File: config.mk
export PLATFORM = sky130hd
export DESIGN_NAME = wpc_top
export DESIGN_NICKNAME = d
export VERILOG_FILES = /design/src/hdl/wpc_pkg.sv /design/src/hdl/wpc_cmp.sv /design/src/hdl/wpc_top.sv
export SDC_FILE = /design/constraint.sdc
export NUM_CORES = 1
export LEC_CHECK = 0
export BUFFER_PORTS_ARGS = -buffer_cell sky130_fd_sc_hd__buf_4
export CAP_MARGIN = 20
export CORE_UTILIZATION = 40
export CTS_CLUSTER_DIAMETER = 30
export DETAILED_ROUTE_END_ITERATION = 8
export GPL_ROUTABILITY_DRIVEN = 1
export SETUP_SLACK_MARGIN = 0.5
export SLEW_MARGIN = 20
export SYNTH_ARGS = -nofsm -noshare
export SYNTH_HDL_FRONTEND = slang
export SYNTH_SLANG_ARGS = --single-unit
File: constraint.sdc
create_clock -name mclk_i -period 3.6 [get_ports mclk_i]
set_clock_uncertainty 0.15 [all_clocks]
set_input_delay 0 -clock mclk_i [delete_from_list [all_inputs] [get_ports mclk_i]]
set_output_delay 0 -clock mclk_i [all_outputs]
set_load 0.01 [all_outputs]
File: src/hdl/wpc_pkg.sv
/*
  Package for the watchpoint comparator control block: register offsets,
  field positions, action codes, bus-access kinds and carrier structs.
  Assumes a 32-bit Avalon-MM word-addressed register slave.
*/
package wpc_pkg;
  localparam int unsigned WPC_AW = 4;
  // Word indices (byte address / 4)
  localparam logic [3:0] WPC_OFF_COMP0 = 4'h0;
  localparam logic [3:0] WPC_OFF_CTRL0 = 4'h1;
  localparam logic [3:0] WPC_OFF_COMP1 = 4'h2;
  localparam logic [3:0] WPC_OFF_MASK1 = 4'h3;
  localparam logic [3:0] WPC_OFF_CTRL1 = 4'h4;
  localparam logic [3:0] WPC_OFF_IRQ_STATUS = 4'h5;
  localparam logic [3:0] WPC_OFF_IRQ_ENABLE = 4'h6;
  localparam logic [3:0] WPC_OFF_IRQ_CLEAR = 4'h7;
  // Control field positions
  localparam int unsigned WPC_ACT_LSB = 0;
  localparam int unsigned WPC_VCE_BIT = 8;
  localparam int unsigned WPC_VSZ_LSB = 10;
  localparam int unsigned WPC_LNK_LSB = 12;
  localparam int unsigned WPC_MATCH_BIT = 24;
  localparam logic [4:0] WPC_MASK_W = 5'h1f;
  // Action select codes
  localparam logic [3:0] WPC_ACT_OFF = 4'h0;
  localparam logic [3:0] WPC_ACT_FETCH = 4'h4;
  localparam logic [3:0] WPC_ACT_RD = 4'h5;
  localparam logic [3:0] WPC_ACT_WR = 4'h6;
  localparam logic [3:0] WPC_ACT_RW = 4'h7;
  // Value compare sizes
  localparam logic [1:0] WPC_SZ_BYTE = 2'h0;
  localparam logic [1:0] WPC_SZ_HALF = 2'h1;
  localparam logic [1:0] WPC_SZ_WORD = 2'h2;
  localparam logic [31:0] WPC_RESET_WORD = 32'h0;

  typedef enum logic [1:0] {WPC_KIND_FETCH, WPC_KIND_READ, WPC_KIND_WRITE} wpc_kind_t;

  // Observed processor access
  typedef struct packed {
    logic valid;
    wpc_kind_t kind;
    logic [31:0] addr;
    logic [31:0] data;
  } wpc_access_t;

  // Comparator control fields held in flops
  typedef struct packed {
    logic [3:0] action;
    logic value_compare_enable;
    logic [1:0] value_compare_size;
    logic linked_comparator_index;
  } wpc_ctrl_t;
endpackage

File: src/hdl/wpc_cmp.sv
/*
  One comparator's match decision: access-kind select, address compare with
  ignore mask and optional sized data compare. Purely combinational.
  Assumes access fields are stable while valid is high.
*/
`timescale 1ns/10ps
`default_nettype none
module wpc_cmp
  import wpc_pkg::*;
(
  input wire wpc_access_t acc_i,
  input wire logic [3:0] action_i,
  input wire logic [31:0] value_i,
  input wire logic [31:0] addr_mask_i,
  input wire logic data_mode_i,
  input wire logic [1:0] size_i,
  output logic kind_hit_o,
  output logic addr_hit_o,
  output logic data_hit_o
);
  logic [31:0] size_mask;

  always_comb begin
    unique case (action_i) // [RL3]
      WPC_ACT_FETCH: kind_hit_o = acc_i.valid && acc_i.kind == WPC_KIND_FETCH;
      WPC_ACT_RD: kind_hit_o = acc_i.valid && acc_i.kind == WPC_KIND_READ;
      WPC_ACT_WR: kind_hit_o = acc_i.valid && acc_i.kind == WPC_KIND_WRITE;
      WPC_ACT_RW: kind_hit_o = acc_i.valid && acc_i.kind != WPC_KIND_FETCH;
      // Off and undefined codes never match; undefined behaviour is left to software [RL11] [RL4]
      default: kind_hit_o = 1'b0;
    endcase
    unique case (size_i) // [RL10]
      WPC_SZ_BYTE: size_mask = 32'h0000_00ff;
      WPC_SZ_HALF: size_mask = 32'h0000_ffff;
      default: size_mask = 32'hffff_ffff;
    endcase
    addr_hit_o = ((acc_i.addr ^ value_i) & ~addr_mask_i) == 32'h0; // [RL6]
    data_hit_o = data_mode_i && (((acc_i.data ^ value_i) & size_mask) == 32'h0);
  end
endmodule // wpc_cmp
`default_nettype wire

File: src/hdl/wpc_top.sv
/*
  Watchpoint comparator control: two comparators watching processor bus
  accesses, Avalon-MM register slave, sticky match flags cleared on read,
  and a level interrupt. Assumes one clock domain and a synchronous access feed.
*/
`timescale 1ns/10ps
`default_nettype none
// Summary of operation
// [RL1] Comparator zero compares data when value compare enable set, else address.
// [RL2] Reserved control bits always read back as zero.
// [RL3] Action code selects fetch, read, write, read-or-write or disabled.
// [RL4] Software uses only the five defined action codes.
// [RL5] Software sets comparator one action to zero when it supplies linked address.
// [RL6] Linked mode applies comparator one ignore mask for range matching.
// [RL7] Comparator one value-compare fields read zero and ignore writes.
// [RL8] Match flag sets on a selected match and clears when its control is read.
// [RL9] Linked comparator index picks which comparator supplies the linked address.
// [RL10] Value compare size selects byte, halfword or word data comparison.
// [RL11] Disabled comparator never sets its match flag.
module wpc_top
  import wpc_pkg::*;
(
  input wire logic mclk_i,
  input wire logic rstn_i,
  input wire logic [WPC_AW-1:0] avs_address_i,
  input wire logic avs_read_i,
  input wire logic avs_write_i,
  input wire logic [31:0] avs_writedata_i,
  input wire logic [3:0] avs_byteenable_i,
  output logic [31:0] avs_readdata_o,
  output logic avs_waitrequest_o,
  output logic [1:0] avs_response_o,
  input wire wpc_access_t acc_i,
  output logic [1:0] match_pulse_o,
  output logic irq_o
);
  logic [31:0] comp0, comp1, mask1;
  wpc_ctrl_t ctrl0, ctrl1;
  logic [1:0] match_seen_flag, irq_status, irq_enable;
  logic ack;
  logic [31:0] next_comp0, next_comp1, next_mask1;
  wpc_ctrl_t next_ctrl0, next_ctrl1;
  logic [1:0] next_match_seen_flag, next_irq_status, next_irq_enable, next_match_pulse;
  logic next_ack, next_irq;
  logic [31:0] next_readdata;
  logic [1:0] next_response;
  logic [31:0] be_mask, mask1_eff;
  logic k0, a0, d0, k1, a1;
  logic hit0, hit1, rd_req, wr_req;

  wpc_cmp u_cmp0 (
    .acc_i(acc_i), .action_i(ctrl0.action), .value_i(comp0), .addr_mask_i(32'h0), // [RL3]
    .data_mode_i(ctrl0.value_compare_enable), .size_i(ctrl0.value_compare_size), // [RL10]
    .kind_hit_o(k0), .addr_hit_o(a0), .data_hit_o(d0)
  );
  wpc_cmp u_cmp1 (
    .acc_i(acc_i), .action_i(ctrl1.action), .value_i(comp1), .addr_mask_i(mask1_eff),
    .data_mode_i(1'b0), .size_i(WPC_SZ_WORD),
    .kind_hit_o(k1), .addr_hit_o(a1), .data_hit_o()
  );

  always_comb begin
    mask1_eff = '0;
    for (int i = 0; i < 32; i++) begin
      mask1_eff[i] = (5'(i) < mask1[4:0]);
    end
    be_mask = {{8{avs_byteenable_i[3]}}, {8{avs_byteenable_i[2]}},
               {8{avs_byteenable_i[1]}}, {8{avs_byteenable_i[0]}}};
    rd_req = avs_read_i && !ack;
    wr_req = avs_write_i && !ack;
    // Data mode: index 1 pairs data with comparator one's masked address [RL1] [RL9] [RL6]
    if (ctrl0.value_compare_enable) begin
      hit0 = k0 && d0 && (!ctrl0.linked_comparator_index || a1);
    end else begin
      hit0 = k0 && a0;
    end
    hit1 = k1 && a1; // [RL11]
  end

  // Register bus state
  always_comb begin
    next_comp0 = comp0;
    next_comp1 = comp1;
    next_mask1 = mask1;
    next_ctrl0 = ctrl0;
    next_ctrl1 = ctrl1;
    next_irq_enable = irq_enable;
    next_ack = rd_req || wr_req;
    next_readdata = avs_readdata_o;
    next_response = 2'h0;
    if (wr_req) begin
      unique case (avs_address_i)
        WPC_OFF_COMP0: next_comp0 = (comp0 & ~be_mask) | (avs_writedata_i & be_mask);
        WPC_OFF_COMP1: next_comp1 = (comp1 & ~be_mask) | (avs_writedata_i & be_mask);
        WPC_OFF_MASK1: if (avs_byteenable_i[0]) next_mask1 = {27'h0, avs_writedata_i[4:0] & WPC_MASK_W};
        WPC_OFF_CTRL0: begin
          if (avs_byteenable_i[0]) next_ctrl0.action = avs_writedata_i[WPC_ACT_LSB+:4];
          if (avs_byteenable_i[1]) begin
            next_ctrl0.value_compare_enable = avs_writedata_i[WPC_VCE_BIT];
            next_ctrl0.value_compare_size = avs_writedata_i[WPC_VSZ_LSB+:2];
            // Index held to one bit: only two comparators exist [RL9]
            next_ctrl0.linked_comparator_index = avs_writedata_i[WPC_LNK_LSB];
          end
        end
        WPC_OFF_CTRL1: if (avs_byteenable_i[0]) next_ctrl1.action = avs_writedata_i[WPC_ACT_LSB+:4]; // [RL7]
        WPC_OFF_IRQ_ENABLE: if (avs_byteenable_i[0]) next_irq_enable = avs_writedata_i[1:0];
        WPC_OFF_IRQ_STATUS, WPC_OFF_IRQ_CLEAR: ;
        default: next_response = 2'h2;
      endcase
    end
    if (rd_req) begin
      next_readdata = WPC_RESET_WORD; // [RL2]
      unique case (avs_address_i)
        WPC_OFF_COMP0: next_readdata = comp0;
        WPC_OFF_COMP1: next_readdata = comp1;
        WPC_OFF_MASK1: next_readdata = mask1;
        WPC_OFF_CTRL0: begin
          next_readdata[WPC_ACT_LSB+:4] = ctrl0.action;
          next_readdata[WPC_VCE_BIT] = ctrl0.value_compare_enable;
          next_readdata[WPC_VSZ_LSB+:2] = ctrl0.value_compare_size;
          next_readdata[WPC_LNK_LSB] = ctrl0.linked_comparator_index;
          next_readdata[WPC_MATCH_BIT] = match_seen_flag[0]; // [RL8]
        end
        WPC_OFF_CTRL1: begin
          next_readdata[WPC_ACT_LSB+:4] = ctrl1.action; // [RL7]
          next_readdata[WPC_MATCH_BIT] = match_seen_flag[1]; // [RL8]
        end
        WPC_OFF_IRQ_STATUS: next_readdata[1:0] = irq_status;
        WPC_OFF_IRQ_ENABLE: next_readdata[1:0] = irq_enable;
        WPC_OFF_IRQ_CLEAR: ;
        default: next_response = 2'h2;
      endcase
    end
  end

  // Match and interrupt state; a hit in the clearing cycle wins so no event is lost
  always_comb begin
    next_match_seen_flag = match_seen_flag;
    next_irq_status = irq_status;
    if (rd_req && avs_address_i == WPC_OFF_CTRL0) next_match_seen_flag[0] = 1'b0; // [RL8]
    if (rd_req && avs_address_i == WPC_OFF_CTRL1) next_match_seen_flag[1] = 1'b0; // [RL8]
    if (wr_req && avs_address_i == WPC_OFF_IRQ_CLEAR && avs_byteenable_i[0]) begin
      next_irq_status = irq_status & ~avs_writedata_i[1:0];
    end
    next_match_pulse = {hit1, hit0};
    next_match_seen_flag = next_match_seen_flag | next_match_pulse; // [RL8]
    next_irq_status = next_irq_status | next_match_pulse;
    next_irq = |(next_irq_status & next_irq_enable);
  end

  always_ff @(posedge mclk_i or negedge rstn_i) begin
    if (!rstn_i) begin
      comp0 <= WPC_RESET_WORD;
      comp1 <= WPC_RESET_WORD;
      mask1 <= WPC_RESET_WORD;
      ctrl0 <= '0;
      ctrl1 <= '0;
      irq_enable <= 2'h0;
      ack <= 1'b0;
      avs_readdata_o <= WPC_RESET_WORD;
      avs_response_o <= 2'h0;
      match_seen_flag <= 2'h0;
      irq_status <= 2'h0;
      match_pulse_o <= 2'h0;
      irq_o <= 1'b0;
    end else begin
      comp0 <= next_comp0;
      comp1 <= next_comp1;
      mask1 <= next_mask1;
      ctrl0 <= next_ctrl0;
      ctrl1 <= next_ctrl1;
      irq_enable <= next_irq_enable;
      ack <= next_ack;
      avs_readdata_o <= next_readdata;
      avs_response_o <= next_response;
      match_seen_flag <= next_match_seen_flag;
      irq_status <= next_irq_status;
      match_pulse_o <= next_match_pulse;
      irq_o <= next_irq;
    end
  end

  // Waitrequest is high except in the single answer cycle
  always_ff @(posedge mclk_i or negedge rstn_i) begin
    if (!rstn_i) avs_waitrequest_o <= 1'b1;
    else avs_waitrequest_o <= !next_ack;
  end

  property ctrl_read_clears_p(int idx, logic [3:0] off);
    @(posedge mclk_i) disable iff (!rstn_i)
      (rd_req && avs_address_i == off && !match_pulse_o[idx] && !next_match_pulse[idx]) |=> !match_seen_flag[idx];
  endproperty
  clear_on_read0_a: assert property (ctrl_read_clears_p(0, WPC_OFF_CTRL0)) else $error("flag 0 not cleared"); // [RL8]
  clear_on_read1_a: assert property (ctrl_read_clears_p(1, WPC_OFF_CTRL1)) else $error("flag 1 not cleared"); // [RL8]
  hit_sets_flag_a: assert property (@(posedge mclk_i) disable iff (!rstn_i) // [RL8]
    hit0 |=> match_seen_flag[0] && match_pulse_o[0]) else $error("hit lost");
  disabled_quiet_a: assert property (@(posedge mclk_i) disable iff (!rstn_i) // [RL11]
    ctrl1.action == WPC_ACT_OFF |-> !hit1) else $error("disabled comparator hit");
  kind_select_a: assert property (@(posedge mclk_i) disable iff (!rstn_i) // [RL3]
    (ctrl1.action == WPC_ACT_WR && acc_i.kind != WPC_KIND_WRITE) |-> !hit1)
    else $error("wrong access kind hit");
  addr_mode_a: assert property (@(posedge mclk_i) disable iff (!rstn_i) // [RL1]
    (!ctrl0.value_compare_enable && ctrl0.action == WPC_ACT_FETCH && acc_i.valid
     && acc_i.kind == WPC_KIND_FETCH && acc_i.addr == comp0) |=> match_pulse_o[0]) else $error("address miss");
  size_byte_a: assert property (@(posedge mclk_i) disable iff (!rstn_i) // [RL10]
    (ctrl0.value_compare_enable && !ctrl0.linked_comparator_index && ctrl0.value_compare_size == WPC_SZ_BYTE
     && k0 && acc_i.data[7:0] == comp0[7:0]) |-> hit0)
    else $error("byte compare miss");
  ctrl1_raz_a: assert property (@(posedge mclk_i) disable iff (!rstn_i) // [RL2] [RL7]
    (rd_req && avs_address_i == WPC_OFF_CTRL1) |=> avs_readdata_o[23:4] == 20'h0 && avs_readdata_o[31:25] == 7'h0)
    else $error("ctrl1 reserved bits set");
  ctrl0_raz_a: assert property (@(posedge mclk_i) disable iff (!rstn_i) // [RL2]
    (rd_req && avs_address_i == WPC_OFF_CTRL0) |=> avs_readdata_o[7:4] == 4'h0 && avs_readdata_o[9] == 1'b0)
    else $error("ctrl0 reserved bits set");
  linked_gate_a: assert property (@(posedge mclk_i) disable iff (!rstn_i) // [RL6] [RL9]
    (ctrl0.value_compare_enable && ctrl0.linked_comparator_index && !a1) |-> !hit0) else $error("linked addr ignored");
  bus_answer_a: assert property (@(posedge mclk_i) disable iff (!rstn_i)
    (avs_read_i || avs_write_i) |-> ##[0:1] !avs_waitrequest_o) else $error("no answer");
  irq_level_a: assert property (@(posedge mclk_i) disable iff (!rstn_i)
    irq_o == |(irq_status & irq_enable)) else $error("irq mismatch");
  cov_data_c: cover property (@(posedge mclk_i) hit0 && ctrl0.value_compare_enable);
  cov_linked_c: cover property (@(posedge mclk_i) hit0 && ctrl0.linked_comparator_index);
  cov_range_c: cover property (@(posedge mclk_i) hit1 && mask1 != 32'h0);
  cov_set_clear_c: cover property (@(posedge mclk_i) hit0 && rd_req && avs_address_i == WPC_OFF_CTRL0);
endmodule // wpc_top
`default_nettype wire

==> impl_metrics.json <==
{
  "status": "complete, no violations",
  "htree_levels": 4,
  "ys_async_sr_fraction": 1.00,
  "postRouteAntennaNets": 0,
  "tightest_slew_ns": 0.946,
  "fin_nets": 939,
  "grt-ovfl-total": 0,
  "antenna_found_initial": 0,
  "antenna_cells": 0,
  "grt_max_degree": 84,
  "layout-drive-gt1-share": 0.333,
  "path_class": "reg2reg",
  "drc": 0,
  "holdWs_ns": 0.0119,
  "totalWireLength_mm": 21.0,
  "cp_max_fo": 19,
  "syn_inst": 633,
  "post-cts-setup-buffers": 0,
  "finalCoreUtilization": 0.551,
  "cts_buffer_depth": 2,
  "hold_viol": 0,
  "ctsResizeCount": 0,
  "startpoint_type": "flip-flop",
  "syn_area_per_cell_um2": 10.8,
  "ys_seq_area_frac": 0.459,
  "setup_viol": 0,
  "dpl_cell_area_um2": 8140,
  "crit_start": "mask1[3]",
  "synth.most_common_cell": "dfrtp_1",
  "yosysTopAreaCell": "dfrtp_1",
  "cts_tree": "yes",
  "pin_count": 149,
  "finalSetupTns_ns": 0,
  "slew_violations": 0,
  "wl_per_cell_um": 19.9,
  "grt_pass1_vias": 5930,
  "clock.fmax_mhz": 344,
  "place_congestion": 0.893,
  "clk_pin_slew_worst_paths_ns": 0.05,
  "slew_headroom": 0.367,
  "p_leak_nw": 4.20,
  "yosys.area.top_type_share": 0.455,
  "synth_area_um2": 6820,
  "vias": 5709,
  "drt-initial-drc-count": 360,
  "ys_types": 56,
  "clock_latency_ns": 0.42,
  "irDropWorstVdd_v": 0.000355,
  "reg2reg_from": "mask1[3]",
  "cts_sinks": 125,
  "fill_cells": 1488,
  "power_density_nw_per_um2": 494,
  "ctsHoldBuffers": 46,
  "drv_cap": 0,
  "initial_core_util": 0.410,
  "dieArea_um2": 17600,
  "via_per_inst": 5.39,
  "synth_commonest_cells": "dfrtp_1 (124), mux2_2 (85), nor2_1 (61), xnor2_1 (49), xor2_1 (47)",
  "stdcell_area_um2": 9170,
  "coreArea_um2": 16600,
  "hold_path.class": "in2reg",
  "dp_hpwl_mm": 15.8,
  "die_y_um": 133,
  "synth-edff-count": 0,
  "synth_area_leaders": "dfrtp_1 (45%), mux2_2 (14%), xnor2_1 (6.3%)",
  "finalCritPeriodShare": 0.806,
  "portBuffers": 147,
  "crit_arrival_ns": 3.09,
  "die_x_um": 133,
  "rsz0062_at_grt": "false",
  "synth_warnings": 0,
  "cts_root_buffer": "clkbuf_16",
  "hold_path.startpoint": "acc_i[49]",
  "first_pass_iters": 5,
  "grt_pass1_wl_mm": 33.2,
  "grt_usage": 0.249,
  "area_growth_pct": 34.4,
  "required_ns": 3.78,
  "ys_ff_latch": 125,
  "rows": 47,
  "syn_nets": 744,
  "endpoint_kind": "flip-flop",
  "ys.flop_type": "dfrtp_1",
  "final.min_clock_period_ns": 2.90,
  "cts_made_buffers": 17
}
## stage by stage
step | setup WS (ns) | power (mW) | instances
2_1_floorplan | 1.56 | 2.43 | 633
3_3_place_gp | 0.859 | 2.87 | 983
3_5_place_dp | 0.826 | 2.89 | 983
4_1_cts | 0.800 | 4.56 | 1059
5_1_grt | 0.562 | 4.75 | 1059
6_report | 0.697 | 4.53 | 1059
## report_power, final
group / internal (mW) / total [mW] / switching (mW)
clock network: 1.03 / 1.62 / 0.590
registers: 1.61 / 1.87 / 0.258
logic: 0.543 / 1.04 / 0.496
## cells in the final DEF, fill, tap and decap left out, types with 3 or more instances in the layout
cell type,n
a22o_1,7
inv_1,8
nand3_1,6
buf_4,155
a31oi_1,5
o21a_1,3
nor2b_1,8
nand2_1,41
dfrtp_1,124
nor2_1,61
mux2_2,85
clkbuf_16,17
dlygate4sd3_1,46
a22oi_1,4
o21ai_0,21
and2_1,6
clkbuf_8,5
nor3_1,12
nor4_1,11
clkinv_2,5
xnor2_1,49
mux2i_1,11
xor2_1,47
nand2b_1,6
a21oi_1,11
o22ai_1,4
nand4_1,16
o31ai_1,4
a21boi_0,3
a221oi_1,20
## area by class of cell
class | count | area [um2] | share of cell area
inverter | 8 | 30.0 | 0.00328
sequential | 125 | 3130 | 0.341
clock inverter | 7 | 62.6 | 0.00682
clock buffer | 23 | 498 | 0.0543
tap | 220 | 275 | 0.0300
timing repair buffer | 202 | 1640 | 0.178
multi-input combinational | 474 | 3540 | 0.386
## per-layer routing
metal	routed length (um)	vias to the layer above	track usage
li1	-	2672	-
met5	0	-	0
met1	9850	2820	0.343
met3	960	31	0.0483
met2	9930	186	0.397
met4	307	0	0.0760
## worst paths after layout
kind / slack, ns / depth (start not counted) / end
setup / recovery: 0.70 / 7 / irq_o
hold / removal: 0.01 / 6 / irq_status[0]
setup reg to reg: 0.70 / 7 / irq_o
hold reg to reg: 0.34 / 2 / avs_readdata_o[1]
max in group asynchronous: 2.33 / 3 / async pin
min in group asynchronous: 0.05 / 2 / avs_readdata_o[6]
## cells by family after synthesis
group                  after synthesis  synth area share
flip-flops                         125             0.459
multiplexers                        97             0.160
XOR/XNOR                            96             0.123
other                                1          0.000550
AND/OR/NAND/NOR                    184             0.134
buffers and inverters               34            0.0229
AO/OA/AOI/OAI                       96             0.101
## worst max-delay path, stage by stage (launching register included)
cell       delay (ns)
dfrtp_1          0.76
nand4_1          0.27
a22o_1           0.27
nor4b_1          0.48
o2111ai_1        0.22
nor4_4           0.30
a22oi_1          0.18
o22ai_1          0.18
Note: power is estimated with default switching activity, not from simulation.
